`src/scf_regs.svh`:
```
// scf_regs.svh: register offsets, field positions, reset values and counts
// for the serializer control front end.
// assumes: included by bare name; holds definitions only.
`ifndef SCF_REGS_SVH
`define SCF_REGS_SVH

// ============================================================
// register byte offsets on the wishbone bus
`define SCF_OFS_CTRL 8'h00
`define SCF_OFS_STATUS 8'h04
`define SCF_OFS_PATCNT 8'h08
`define SCF_OFS_LATCH 8'h0c

// ============================================================
// field positions
`define SCF_CTRL_MUTE_BIT 0
`define SCF_ST_INIT_BIT 0
`define SCF_ST_BURST_BIT 1
`define SCF_ST_REQ_BIT 2
`define SCF_ST_AWAKE_BIT 3
`define SCF_ST_OE_BIT 4

// ============================================================
// reset values
`define SCF_CTRL_RESET 1'h0

// ============================================================
// timing counts, in transmit clock cycles
`define SCF_SYNC_HOLD 6
`define SCF_BURST_LEN 1026
`define SCF_INIT_LEN 1026

// fixed synchronisation word sent during a burst
`define SCF_SYNC_WORD 10'h3e0

`endif

```
`src/scf_pkg.sv`:
```
// scf_pkg.sv: types shared by the serializer control front end.
// assumes: nothing; offsets and counts live in scf_regs.svh.
package scf_pkg;

  // ============================================================
  // operating states of the link sequencer
  typedef enum logic [1:0] {
    SCF_ST_INIT,
    SCF_ST_DATA,
    SCF_ST_SYNC
  } scf_state_t;

  // ============================================================
  // differential output pair with its drive enable
  typedef struct packed {
    logic p;
    logic n;
    logic oe;
  } scf_pair_t;

  // ============================================================
  // edges seen on the sampled transmit clock
  typedef struct packed {
    logic rise;
    logic fall;
    logic strobe;
  } scf_edges_t;

endpackage : scf_pkg

```
`src/scf_front_end.sv`:
```
// scf_front_end.sv: control and data-input front end of a 10:1 serializer,
// with a classic wishbone register slave.
// assumes: all pins synchronous to clk_i (40 MHz); transmit clock arrives as a
// plain sampled input well below half the clk_i rate; rst_i is synchronous.
//
// Functional notes
// RQ1: output enable low tristates both outputs
// RQ2: output enable high drives serial data
// RQ3: accept ten-bit parallel input word
// RQ4: latch word on selected clock edge
// RQ5: transmit clock is the pll reference
// RQ6: source supplies 10 to 66 MHz clock
// RQ7: edge select low latches on falling
// RQ8: edge select high latches on rising
// RQ9: power-down low stops pll, low power
// RQ10: power-down low tristates the outputs
// RQ11: two sync requests combined by or
// RQ12: request high six cycles starts burst
// RQ13: a burst sends at least 1026 patterns
// RQ14: held request extends burst until released
// RQ15: fresh request starts another full burst
// RQ16: transmit only when enabled and awake
// RQ17: 1026 clock initialisation after power-down
// RQ18: enable high again resumes previous state
// RQ19: fixed sync word replaces input data
// RQ20: count request time and sent patterns
`timescale 1ns/100ps
`default_nettype none
`include "scf_regs.svh"

module scf_front_end #(
  parameter int DATA_W = 10, // parallel word width
  parameter int CNT_W = 11, // pattern and init counter width
  parameter int SYNC_HOLD = `SCF_SYNC_HOLD, // request hold time
  parameter int BURST_LEN = `SCF_BURST_LEN, // least patterns per burst
  parameter int INIT_LEN = `SCF_INIT_LEN // initialisation cycles
) (
  input wire logic clk_i, // system clock, 40 MHz
  input wire logic rst_i, // synchronous reset, active high
  // wishbone slave
  input wire logic wb_cyc_i, // bus cycle
  input wire logic wb_stb_i, // strobe
  input wire logic wb_we_i, // write enable
  input wire logic [7:0] wb_adr_i, // byte address
  input wire logic [3:0] wb_sel_i, // byte lanes
  input wire logic [31:0] wb_dat_i, // write data
  output logic [31:0] wb_dat_o, // read data
  output logic wb_ack_o, // acknowledge
  // parallel source side
  input wire logic transmit_clock_i, // transmit clock, sampled
  input wire logic transmit_strobe_edge_select_i, // high rising, low falling
  input wire logic [DATA_W-1:0] parallel_data_in_i, // parallel word
  input wire logic serial_output_enable_i, // serial output enable
  input wire logic power_down_n_i, // power-down, active low
  input wire logic sync_request_a_i, // sync request a
  input wire logic sync_request_b_i, // sync request b
  // serial line and pll side
  output logic serial_p_o, // noninverting serial output
  output logic serial_n_o, // inverting serial output
  output logic serial_oe_o, // drive enable of the pair
  output logic pll_ref_o, // reference clock towards the pll
  output logic pll_en_o, // pll running
  output logic low_power_o // low-power state
);

  // ============================================================
  // elaboration checks
  if (DATA_W < 2 || DATA_W > 32) begin : g_bad_width
    $error("scf_front_end: DATA_W must lie in 2..32");
  end
  if (BURST_LEN >= (1 << CNT_W) || INIT_LEN >= (1 << CNT_W) || CNT_W < 11) begin : g_bad_cnt
    $error("scf_front_end: CNT_W too narrow for the counts");
  end
  if (SYNC_HOLD < 1 || SYNC_HOLD > 7) begin : g_bad_hold
    $error("scf_front_end: SYNC_HOLD must lie in 1..7");
  end

  localparam logic [CNT_W-1:0] BURST_LAST = CNT_W'(BURST_LEN); // burst minimum
  localparam logic [CNT_W-1:0] INIT_LAST = CNT_W'(INIT_LEN - 1); // last init cycle
  localparam logic [2:0] HOLD_LAST = 3'(SYNC_HOLD - 1); // last hold cycle
  localparam logic [DATA_W-1:0] SYNC_WORD = DATA_W'(`SCF_SYNC_WORD); // sync word

  // ============================================================
  // transmit clock sampling and edge selection
  logic transmit_clock_q_r; // previous sample of transmit clock
  logic transmit_clock_q_nxt;
  logic [DATA_W-1:0] latch_r; // input latch
  logic [DATA_W-1:0] latch_nxt;
  scf_pkg::scf_edges_t edge_s; // edges this cycle

  // edge detection and input latch next values
  always_comb begin
    transmit_clock_q_nxt = transmit_clock_i;
    edge_s.rise = transmit_clock_i & ~transmit_clock_q_r;
    edge_s.fall = ~transmit_clock_i & transmit_clock_q_r;
    // choose the latching edge
    edge_s.strobe = transmit_strobe_edge_select_i ? edge_s.rise : edge_s.fall; // RQ7 RQ8
    latch_nxt = latch_r;
    if (edge_s.strobe && power_down_n_i) begin
      latch_nxt = parallel_data_in_i; // RQ3 RQ4
    end
  end

  // register the sample and the latch
  always_ff @(posedge clk_i) begin
    if (rst_i) begin
      transmit_clock_q_r <= 1'b0;
      latch_r <= '0;
    end else begin
      transmit_clock_q_r <= transmit_clock_q_nxt;
      latch_r <= latch_nxt;
    end
  end

  // ============================================================
  // sequencer: initialisation, data and sync bursts
  scf_pkg::scf_state_t state_r; // sequencer state
  scf_pkg::scf_state_t state_nxt;
  logic [CNT_W-1:0] cnt_r; // init cycles or patterns sent
  logic [CNT_W-1:0] cnt_nxt;
  logic [2:0] hold_r; // request high time in transmit clock cycles
  logic [2:0] hold_nxt;
  logic req_s; // combined sync request

  assign req_s = sync_request_a_i | sync_request_b_i; // RQ11

  // next state, counters
  always_comb begin
    state_nxt = state_r;
    cnt_nxt = cnt_r;
    hold_nxt = hold_r;
    if (!power_down_n_i) begin
      // power-down acts as reset of the sequence
      state_nxt = scf_pkg::SCF_ST_INIT; // RQ17
      cnt_nxt = '0;
      hold_nxt = '0;
    end else begin
      case (state_r)
        scf_pkg::SCF_ST_INIT: begin
          // count transmit clocks while the pll settles
          if (edge_s.rise) begin
            if (cnt_r == INIT_LAST) begin
              state_nxt = scf_pkg::SCF_ST_DATA; // RQ17
              cnt_nxt = '0;
            end else begin
              cnt_nxt = cnt_r + 1'b1;
            end
          end
        end
        scf_pkg::SCF_ST_DATA: begin
          // measure how long the request has been high
          if (!req_s) begin
            hold_nxt = '0;
          end else if (edge_s.rise) begin
            if (hold_r == HOLD_LAST) begin
              state_nxt = scf_pkg::SCF_ST_SYNC; // RQ12 RQ15
              cnt_nxt = '0;
              hold_nxt = '0;
            end else begin
              hold_nxt = hold_r + 1'b1; // RQ20
            end
          end
        end
        scf_pkg::SCF_ST_SYNC: begin
          // one pattern per latched word, saturating at the minimum
          if (edge_s.strobe && cnt_r != BURST_LAST) begin
            cnt_nxt = cnt_r + 1'b1; // RQ20
          end
          // leave only after the minimum and with the request released
          if (cnt_r == BURST_LAST && !req_s) begin
            state_nxt = scf_pkg::SCF_ST_DATA; // RQ13 RQ14
            hold_nxt = '0;
          end
        end
        default: begin
          state_nxt = scf_pkg::SCF_ST_INIT;
          cnt_nxt = '0;
          hold_nxt = '0;
        end
      endcase
    end
  end

  // register the sequencer
  always_ff @(posedge clk_i) begin
    if (rst_i) begin
      state_r <= scf_pkg::SCF_ST_INIT;
      cnt_r <= '0;
      hold_r <= '0;
    end else begin
      state_r <= state_nxt;
      cnt_r <= cnt_nxt;
      hold_r <= hold_nxt;
    end
  end

  // ============================================================
  // serializer and output pins
  logic [DATA_W-1:0] shift_r; // outgoing bits, lsb first
  logic [DATA_W-1:0] shift_nxt;
  scf_pkg::scf_pair_t pair_r; // registered differential pair
  scf_pkg::scf_pair_t pair_nxt;
  logic pll_ref_r; // pll reference
  logic pll_ref_nxt;
  logic pll_en_r; // pll run
  logic pll_en_nxt;
  logic low_power_r; // low-power indication
  logic low_power_nxt;
  logic mute_r; // software mute from the control register

  // shifting, output drive and pll control
  always_comb begin
    shift_nxt = {1'b0, shift_r[DATA_W-1:1]};
    if (edge_s.strobe) begin
      // sync word replaces the data during a burst
      shift_nxt = (state_r == scf_pkg::SCF_ST_SYNC) ? SYNC_WORD : parallel_data_in_i; // RQ19
    end
    pair_nxt.p = shift_r[0];
    pair_nxt.n = ~shift_r[0];
    // enable gates drive only; state is kept while disabled
    pair_nxt.oe = serial_output_enable_i & power_down_n_i & ~mute_r
                  & (state_r != scf_pkg::SCF_ST_INIT); // RQ1 RQ2 RQ10 RQ16 RQ18
    pll_ref_nxt = transmit_clock_i & power_down_n_i; // RQ5
    pll_en_nxt = power_down_n_i; // RQ9
    low_power_nxt = ~power_down_n_i; // RQ9
  end

  // register the outputs
  always_ff @(posedge clk_i) begin
    if (rst_i) begin
      shift_r <= '0;
      pair_r <= '0;
      pll_ref_r <= 1'b0;
      pll_en_r <= 1'b0;
      low_power_r <= 1'b0;
    end else begin
      shift_r <= shift_nxt;
      pair_r <= pair_nxt;
      pll_ref_r <= pll_ref_nxt;
      pll_en_r <= pll_en_nxt;
      low_power_r <= low_power_nxt;
    end
  end

  assign serial_p_o = pair_r.p;
  assign serial_n_o = pair_r.n;
  assign serial_oe_o = pair_r.oe;
  assign pll_ref_o = pll_ref_r;
  assign pll_en_o = pll_en_r;
  assign low_power_o = low_power_r;

  // ============================================================
  // wishbone register slave
  logic ack_r; // acknowledge
  logic ack_nxt;
  logic [31:0] dat_r; // read data
  logic [31:0] dat_nxt;
  logic mute_nxt;
  logic req_take_s; // new request this cycle

  assign req_take_s = wb_cyc_i & wb_stb_i & ~ack_r;

  // decode, write and read
  always_comb begin
    ack_nxt = req_take_s;
    dat_nxt = '0;
    mute_nxt = mute_r;
    if (req_take_s) begin
      case (wb_adr_i)
        `SCF_OFS_CTRL: begin
          if (wb_we_i && wb_sel_i[0]) begin
            mute_nxt = wb_dat_i[`SCF_CTRL_MUTE_BIT];
          end
          dat_nxt[`SCF_CTRL_MUTE_BIT] = mute_r;
        end
        `SCF_OFS_STATUS: begin
          dat_nxt[`SCF_ST_INIT_BIT] = (state_r == scf_pkg::SCF_ST_INIT);
          dat_nxt[`SCF_ST_BURST_BIT] = (state_r == scf_pkg::SCF_ST_SYNC);
          dat_nxt[`SCF_ST_REQ_BIT] = req_s;
          dat_nxt[`SCF_ST_AWAKE_BIT] = power_down_n_i;
          dat_nxt[`SCF_ST_OE_BIT] = pair_r.oe;
        end
        `SCF_OFS_PATCNT: begin
          dat_nxt[CNT_W-1:0] = cnt_r;
        end
        `SCF_OFS_LATCH: begin
          dat_nxt[DATA_W-1:0] = latch_r;
        end
        default: begin
          // unmapped: acknowledged, reads zero, writes ignored
          dat_nxt = '0;
        end
      endcase
    end
  end

  // register the bus answer and control
  always_ff @(posedge clk_i) begin
    if (rst_i) begin
      ack_r <= 1'b0;
      dat_r <= '0;
      mute_r <= `SCF_CTRL_RESET;
    end else begin
      ack_r <= ack_nxt;
      dat_r <= dat_nxt;
      mute_r <= mute_nxt;
    end
  end

  assign wb_ack_o = ack_r;
  assign wb_dat_o = dat_r;

endmodule : scf_front_end
`default_nettype wire

```
`config.mk`:
```
export PLATFORM = sky130hd
export DESIGN_NAME = scf_front_end
export DESIGN_NICKNAME = d
export VERILOG_FILES = /design/src/scf_pkg.sv /design/src/scf_front_end.sv
export VERILOG_INCLUDE_DIRS = /design/src
export SDC_FILE = /design/constraint.sdc
export NUM_CORES = 1
export LEC_CHECK = 0
export ABC_AREA = 1
export BUFFER_PORTS_ARGS = -buffer_cell sky130_fd_sc_hd__clkbuf_2
export CORE_ASPECT_RATIO = 0.9
export CORE_MARGIN = 5
export CORE_UTILIZATION = 49
export CTS_BUF_LIST = sky130_fd_sc_hd__clkbuf_16
export CTS_CLUSTER_DIAMETER = 120
export DETAILED_ROUTE_END_ITERATION = 8
export PLACE_DENSITY = 0.8
export SKIP_CTS_REPAIR_TIMING = 1
export SLEW_MARGIN = 20
export SYNTH_ARGS = -nofsm -noshare
export SYNTH_HDL_FRONTEND = slang
export SYNTH_SLANG_ARGS = --single-unit
```
`constraint.sdc`:
```
create_clock -name clk_i -period 1.77 [get_ports clk_i]
set_input_delay 0.354 -clock clk_i [delete_from_list [all_inputs] [get_ports clk_i]]
set_output_delay 0.354 -clock clk_i [all_outputs]
set_load 0.02 [all_outputs]
```
### Yosys cells after proc, flatten, opt, wreduce, memory -nomap -nowiden

Index checks and enable logic that the tools add are counted.

| storage, ports and cells | value |
|---|---|
| output and inout bits | 39 |
| register bits after elaboration | 77 |
| logic and storage cells | 97 |
| input port bits | 65 |

| operators by class | value |
|---|---|
| mux-type cells | 25 |
| bitwise logic cells | 19 |
| add/subtract/negate cells | 2 |
| equality and inequality tests | 17 |
| reductions and logical operators | 16 |

Operators with widths:

| kind | count |
|---|---|
| 11-bit two-way mux | 6 |
| 11-bit one-hot mux with 3 select lines | 1 |
| 11-bit equality test (second input constant) | 2 |
| 8-bit by 4-bit equality test with 1-bit output (second input constant) | 2 |
| 2-bit inequality test (second input constant) | 7 |
| 2-bit two-way mux | 6 |
| 3-bit two-way mux | 4 |
| 4-bit one-hot mux with 3 select lines | 1 |
| 11-bit by 1-bit adder with 11-bit output (second input constant) | 1 |
| 11-bit inequality test (second input constant) | 1 |
| 10-bit two-way mux | 1 |
| 1-bit NOT | 10 |
| 5-bit one-hot mux with 2 select lines | 1 |
| 9-bit two-way mux | 1 |
| 3-bit one-hot mux with 3 select lines | 1 |
| 1-bit AND | 8 |
| 8-bit by 3-bit equality test with 1-bit output (second input constant) | 1 |
| 8-bit zero test | 1 |
| 2-bit one-hot mux with 3 select lines | 1 |
| 3-bit AND reduction | 2 |
| 6-bit AND reduction | 1 |
| 2-bit OR reduction | 3 |
| 5-bit AND reduction | 1 |
| 1-bit logical AND | 4 |
| 12 further kinds | 12 |

### Longest topological paths before layout

| depth | value |
|---|---|
| word-level depth | 6 |
| mapped depth | 11 |
| gate-level depth less buffers | 11 |

### Worst setup path after synthesis

OpenSTA, ideal clock, no wires.

| path | value |
|---|---|
| path type | register to register |
| start point | register cnt_r[0] |
| end point | register cnt_r[0] |
| clock period less this slack | 1.416 ns |
| library setup time | 0.070 ns |
| cell stages (with the launch flop) | 10 |
| data required time | 1.700 ns |
| path buffers | 0 |
| data arrival time | 1.345 ns |
| setup slack | 0.354 ns |
| cell sequence | dfxtp_1 inv_1 ha_1 inv_1 nor2_1 nand3_2 nand2_2 a21oi_2 nand2_1 a21oi_1 |

| on the way | value |
|---|---|
| cells in the longest elaborated chain, start to end | 4 |
| elaborated cells between the ends (all ways) | 10 |
| classes of those cells | add/sub: 1; eq/ne: 3; mux: 4; reduce/logical: 2 |

RTL lines:

| element | RTL line | text |
|---|---|---|
| start: declaration | scf_front_end.sv:119 | `logic [CNT_W-1:0] cnt_r;` |
| start signal: assignment | scf_front_end.sv:192 | `cnt_r <= cnt_nxt;` |
| 11-bit by 1-bit adder with 11-bit output (tied with other cells) | scf_front_end.sv:146, scf_front_end.sv:167 |  |
| 11-bit two-way mux or 1-bit logical AND (tied branches) | scf_front_end.sv:142, scf_front_end.sv:166 |  |
| 11-bit two-way mux or 2-bit inequality test (tied branches) | - |  |
| 11-bit one-hot mux with 3 select lines or 5-bit AND reduction (tied branches) | - |  |

Parallel ways exist; a longest one is shown, timed or not. The select of a mux whose other input is x is not followed.
A chain may end at the register's enable or synchronous reset.

### Final worst setup path

| path | value |
|---|---|
| start point | register cnt_r[0] |
| end point | register cnt_r[2] |

The elaborated chain is that of the path after synthesis.

==> summary.md <==
| Metric | Value |
|---|---|
| Run status | completed |
| Starting density of the core | 0.4978 |
| Clock buffer count from CTS | 5 |
| I/O pin total | 104 |
| Worst-Skew Late Latency | 290 ps |
| Hold Crit Class | input pin to flop |
| Max Cap Viol | 0 |
| ANT nets after route | 0 |
| Power per cell area | 814.0 nW/µm² |
| Net Switching | 0.6923 mW |
| Pint | 1.925 mW |
| Synth Warn # | 0 |
| Fraction of layout cells with a size suffix above 1 | 0.2085 |
| Drt pass-1 iters | 6 |
| Area added between synthesis and finish | 15.45% |
| # rows | 26 |
| Routed vias/inst | 5.165 |
| Area share of the largest cell type after synthesis | 0.4025 |
| CP required | 2000 ps |
| RSZ-0062 raised after global routing | false |
| Largest net degree at the start of global routing | 20 |
| Critical Path Fanout Max | 7 |
| Final setup TNS | 0 ps |
| Cell taking the most area after synthesis | dfxtp_1 |
| Pwr Total | 2.618 mW |
| Min Hold Slack | 274.0 ps |
| Sw Share | 0.2645 |
| First-pass GRT wire length | 10,870 µm |
| Clock Tree Buf Depth | 2 |
| Post-Route WL | 6503 µm |
| Mapped Cells | 390 |
| Vias in the first global route | 2,431 |
| Clk pwr share | 0.382 |
| Count of cell types in the netlist | 33 |
| GPL Wtd Cong | 0.9173 |
| Sequential element share of the synthesized area | 0.4025 |
| Antenna Cells | 0 |
| Final Max Slew Viols | 0 |
| CP endpoint kind | flop |
| LEAKAGE | 1.420 nW |
| Critical path class | flop to flop |
| Syn avg cell area | 7.141 µm² |
| Die Area | 7294 µm² |
| Die H | 81.53 µm |
| Global route overflow | 0 |
| H-tree depth | 2 |
| Sequential share of power | 0.504 |
| Die Width | 89.47 µm |
| Root Buffer | clkbuf_16 |
| Most frequent cells in the layout | 73 x nand2_1, 56 x dfxtp_1, 48 x clkbuf_2 |
| Iter 0 DRT Violations | 218 |
| Synth Register Bits | 56 |
| PortBufs | 48 |
| Final Hold Vio Count | 0 |
| Core area | 5595 µm² |
| Via count | 2,665 |
| Initial antenna violation count | 0 |
| Reg clk slew, reported paths | 70 ps |
| VDD IR max | 0.6392 mV |
| Total track usage | 0.1904 |
| Nets@finish | 513 |
| Synth area leaders | dfxtp_1 40%, nand2_1 9.8%, nand3_1 6.6% |
| Most common cell after layout, fill and taps aside | nand2_1 |
| CTS tree | yes |
| Fin crit period | 1589 ps |
| Final HPWL DP | 4973 µm |
| Clk sinks | 56 |
| Final std cells w/o fill | 516 |
| Worst EP arrival | 1810 ps |
| CP startpoint kind | flop |
| Max Freq | 629.2 MHz |
| Final Setup Violations | 0 |
| Combinational Power Share | 0.114 |
| Synthesized area | 2785 µm² |
| Setup Skew | 5.725 ps |
| Avg WL per Cell | 12.60 µm |
| Placed cell count | 508 |
| Final worst-path cycle share | 0.8980 |
| Residual DRC | 0 |
## critical path, stage by stage, from the launching register on
cell	delay, ps
dfxtp_1	450
inv_1	100
ha_1	210
inv_1	50
nor2_1	40
nand3_2	90
nand2_2	100
a21oi_4	260
nand2_1	90
a21oi_1	130
## routing by layer
layer	vias to the layer above	share of wire	GRT usage
li1	1338	-	-
met1	1182	0.46	0.2659
met2	132	0.42	0.2887
met3	13	0.11	0.03912
met4	0	0.013	0.07143
met5	-	0	0
## per-stage QoR
step	worst slack (ps)	area, µm²	util
5_1_grt	0.3040	3216	0.5747
3_3_place_gp	194.0	3055	0.5461
6_report	180.6	3216	0.5747
4_1_cts	116.0	3208	0.5733
2_1_floorplan	354.1	2860	-
3_5_place_dp	151.2	3055	0.5461
## final timing paths
kind / start / end / slack, ps / depth (start not counted)
worst max register to register: cnt_r[0]$_SDFFE_PP0P_ / cnt_r[2]$_SDFFE_PP0P_ / 180 / 9
worst max-delay path: cnt_r[0]$_SDFFE_PP0P_ / cnt_r[2]$_SDFFE_PP0P_ / 180 / 9
worst min-delay path: power_down_n_i / low_power_o$_SDFF_PP0_ / 270 / 2
worst min register to register: shift_r[0]$_SDFF_PP0_ / serial_n_o$_SDFF_PP0_ / 430 / 1
## synthesized netlist by cell type
cell	instances
ha_1	3
nor2_2	6
inv_1	34
dfxtp_1	56
nor3_1	3
nor2_1	46
xor2_1	2
nand4_1	2
nand3b_1	4
buf_2	1
buf_4	22
a31oi_1	1
nand3_1	37
o21ai_1	4
o21ai_0	23
clkbuf_1	4
inv_2	9
nand2_1	73
nand2_2	4
nand2_4	2
clkinv_1	1
a21oi_2	1
a21oi_1	33
nor3_2	2
o211ai_1	3
nor2_4	1
conb_1	1
nand3_2	1
o21ai_2	1
nor4_1	1
a22oi_1	6
nor3_4	2
or2_4	1
## flip-flops by register name (all words and copies together) (netlist names)
name / count
cnt_r: 11
hold_r: 3
latch_r: 10
low_power_o: 1
mute_r: 1
pll_en_o: 1
pll_ref_o: 1
serial_n_o: 1
serial_oe_o: 1
serial_p_o: 1
shift_r: 10
state_r: 2
transmit_clock_q_r: 1
wb_ack_o: 1
wb_dat_o: 11
## layout make-up
cell class,instances,area (µm²)
tap,70,87.58
clock buffer,5,125.1
sequential,56,1121
timing repair buffer,55,292.8
inverter,44,165.2
clock inverter,3,27.53
fill,521,2380
multi-input combinational,283,1396
## power groups by stage
stage / Sequential, mW / Combinational, mW / Clock (mW)
finish: 1.32 / 0.298 / 1.00
global route: 1.32 / 0.337 / 1.07
CTS: 1.32 / 0.292 / 1.02
detailed placement: 1.35 / 0.290 / 0
global placement: 1.35 / 0.284 / 0
floorplan: 1.35 / 0.225 / 0
## logic make-up (layout without fill, tap and decap cells)
group / Yosys count / count (layout) / share of synthesized area
and+or+nand+nor: 185 / 185 / 0.3100
AOI/OAI and AO/OA: 72 / 72 / 0.1406
xor gates and xnor gates: 2 / 2 / 0.006290
other: 1 / 21 / 0.001346
adders and majority gates: 3 / 3 / 0.01348
buffers and inverters: 71 / 107 / 0.1258
DFF: 56 / 56 / 0.4025
No activity file was read; power rests on OpenSTA's default activity.
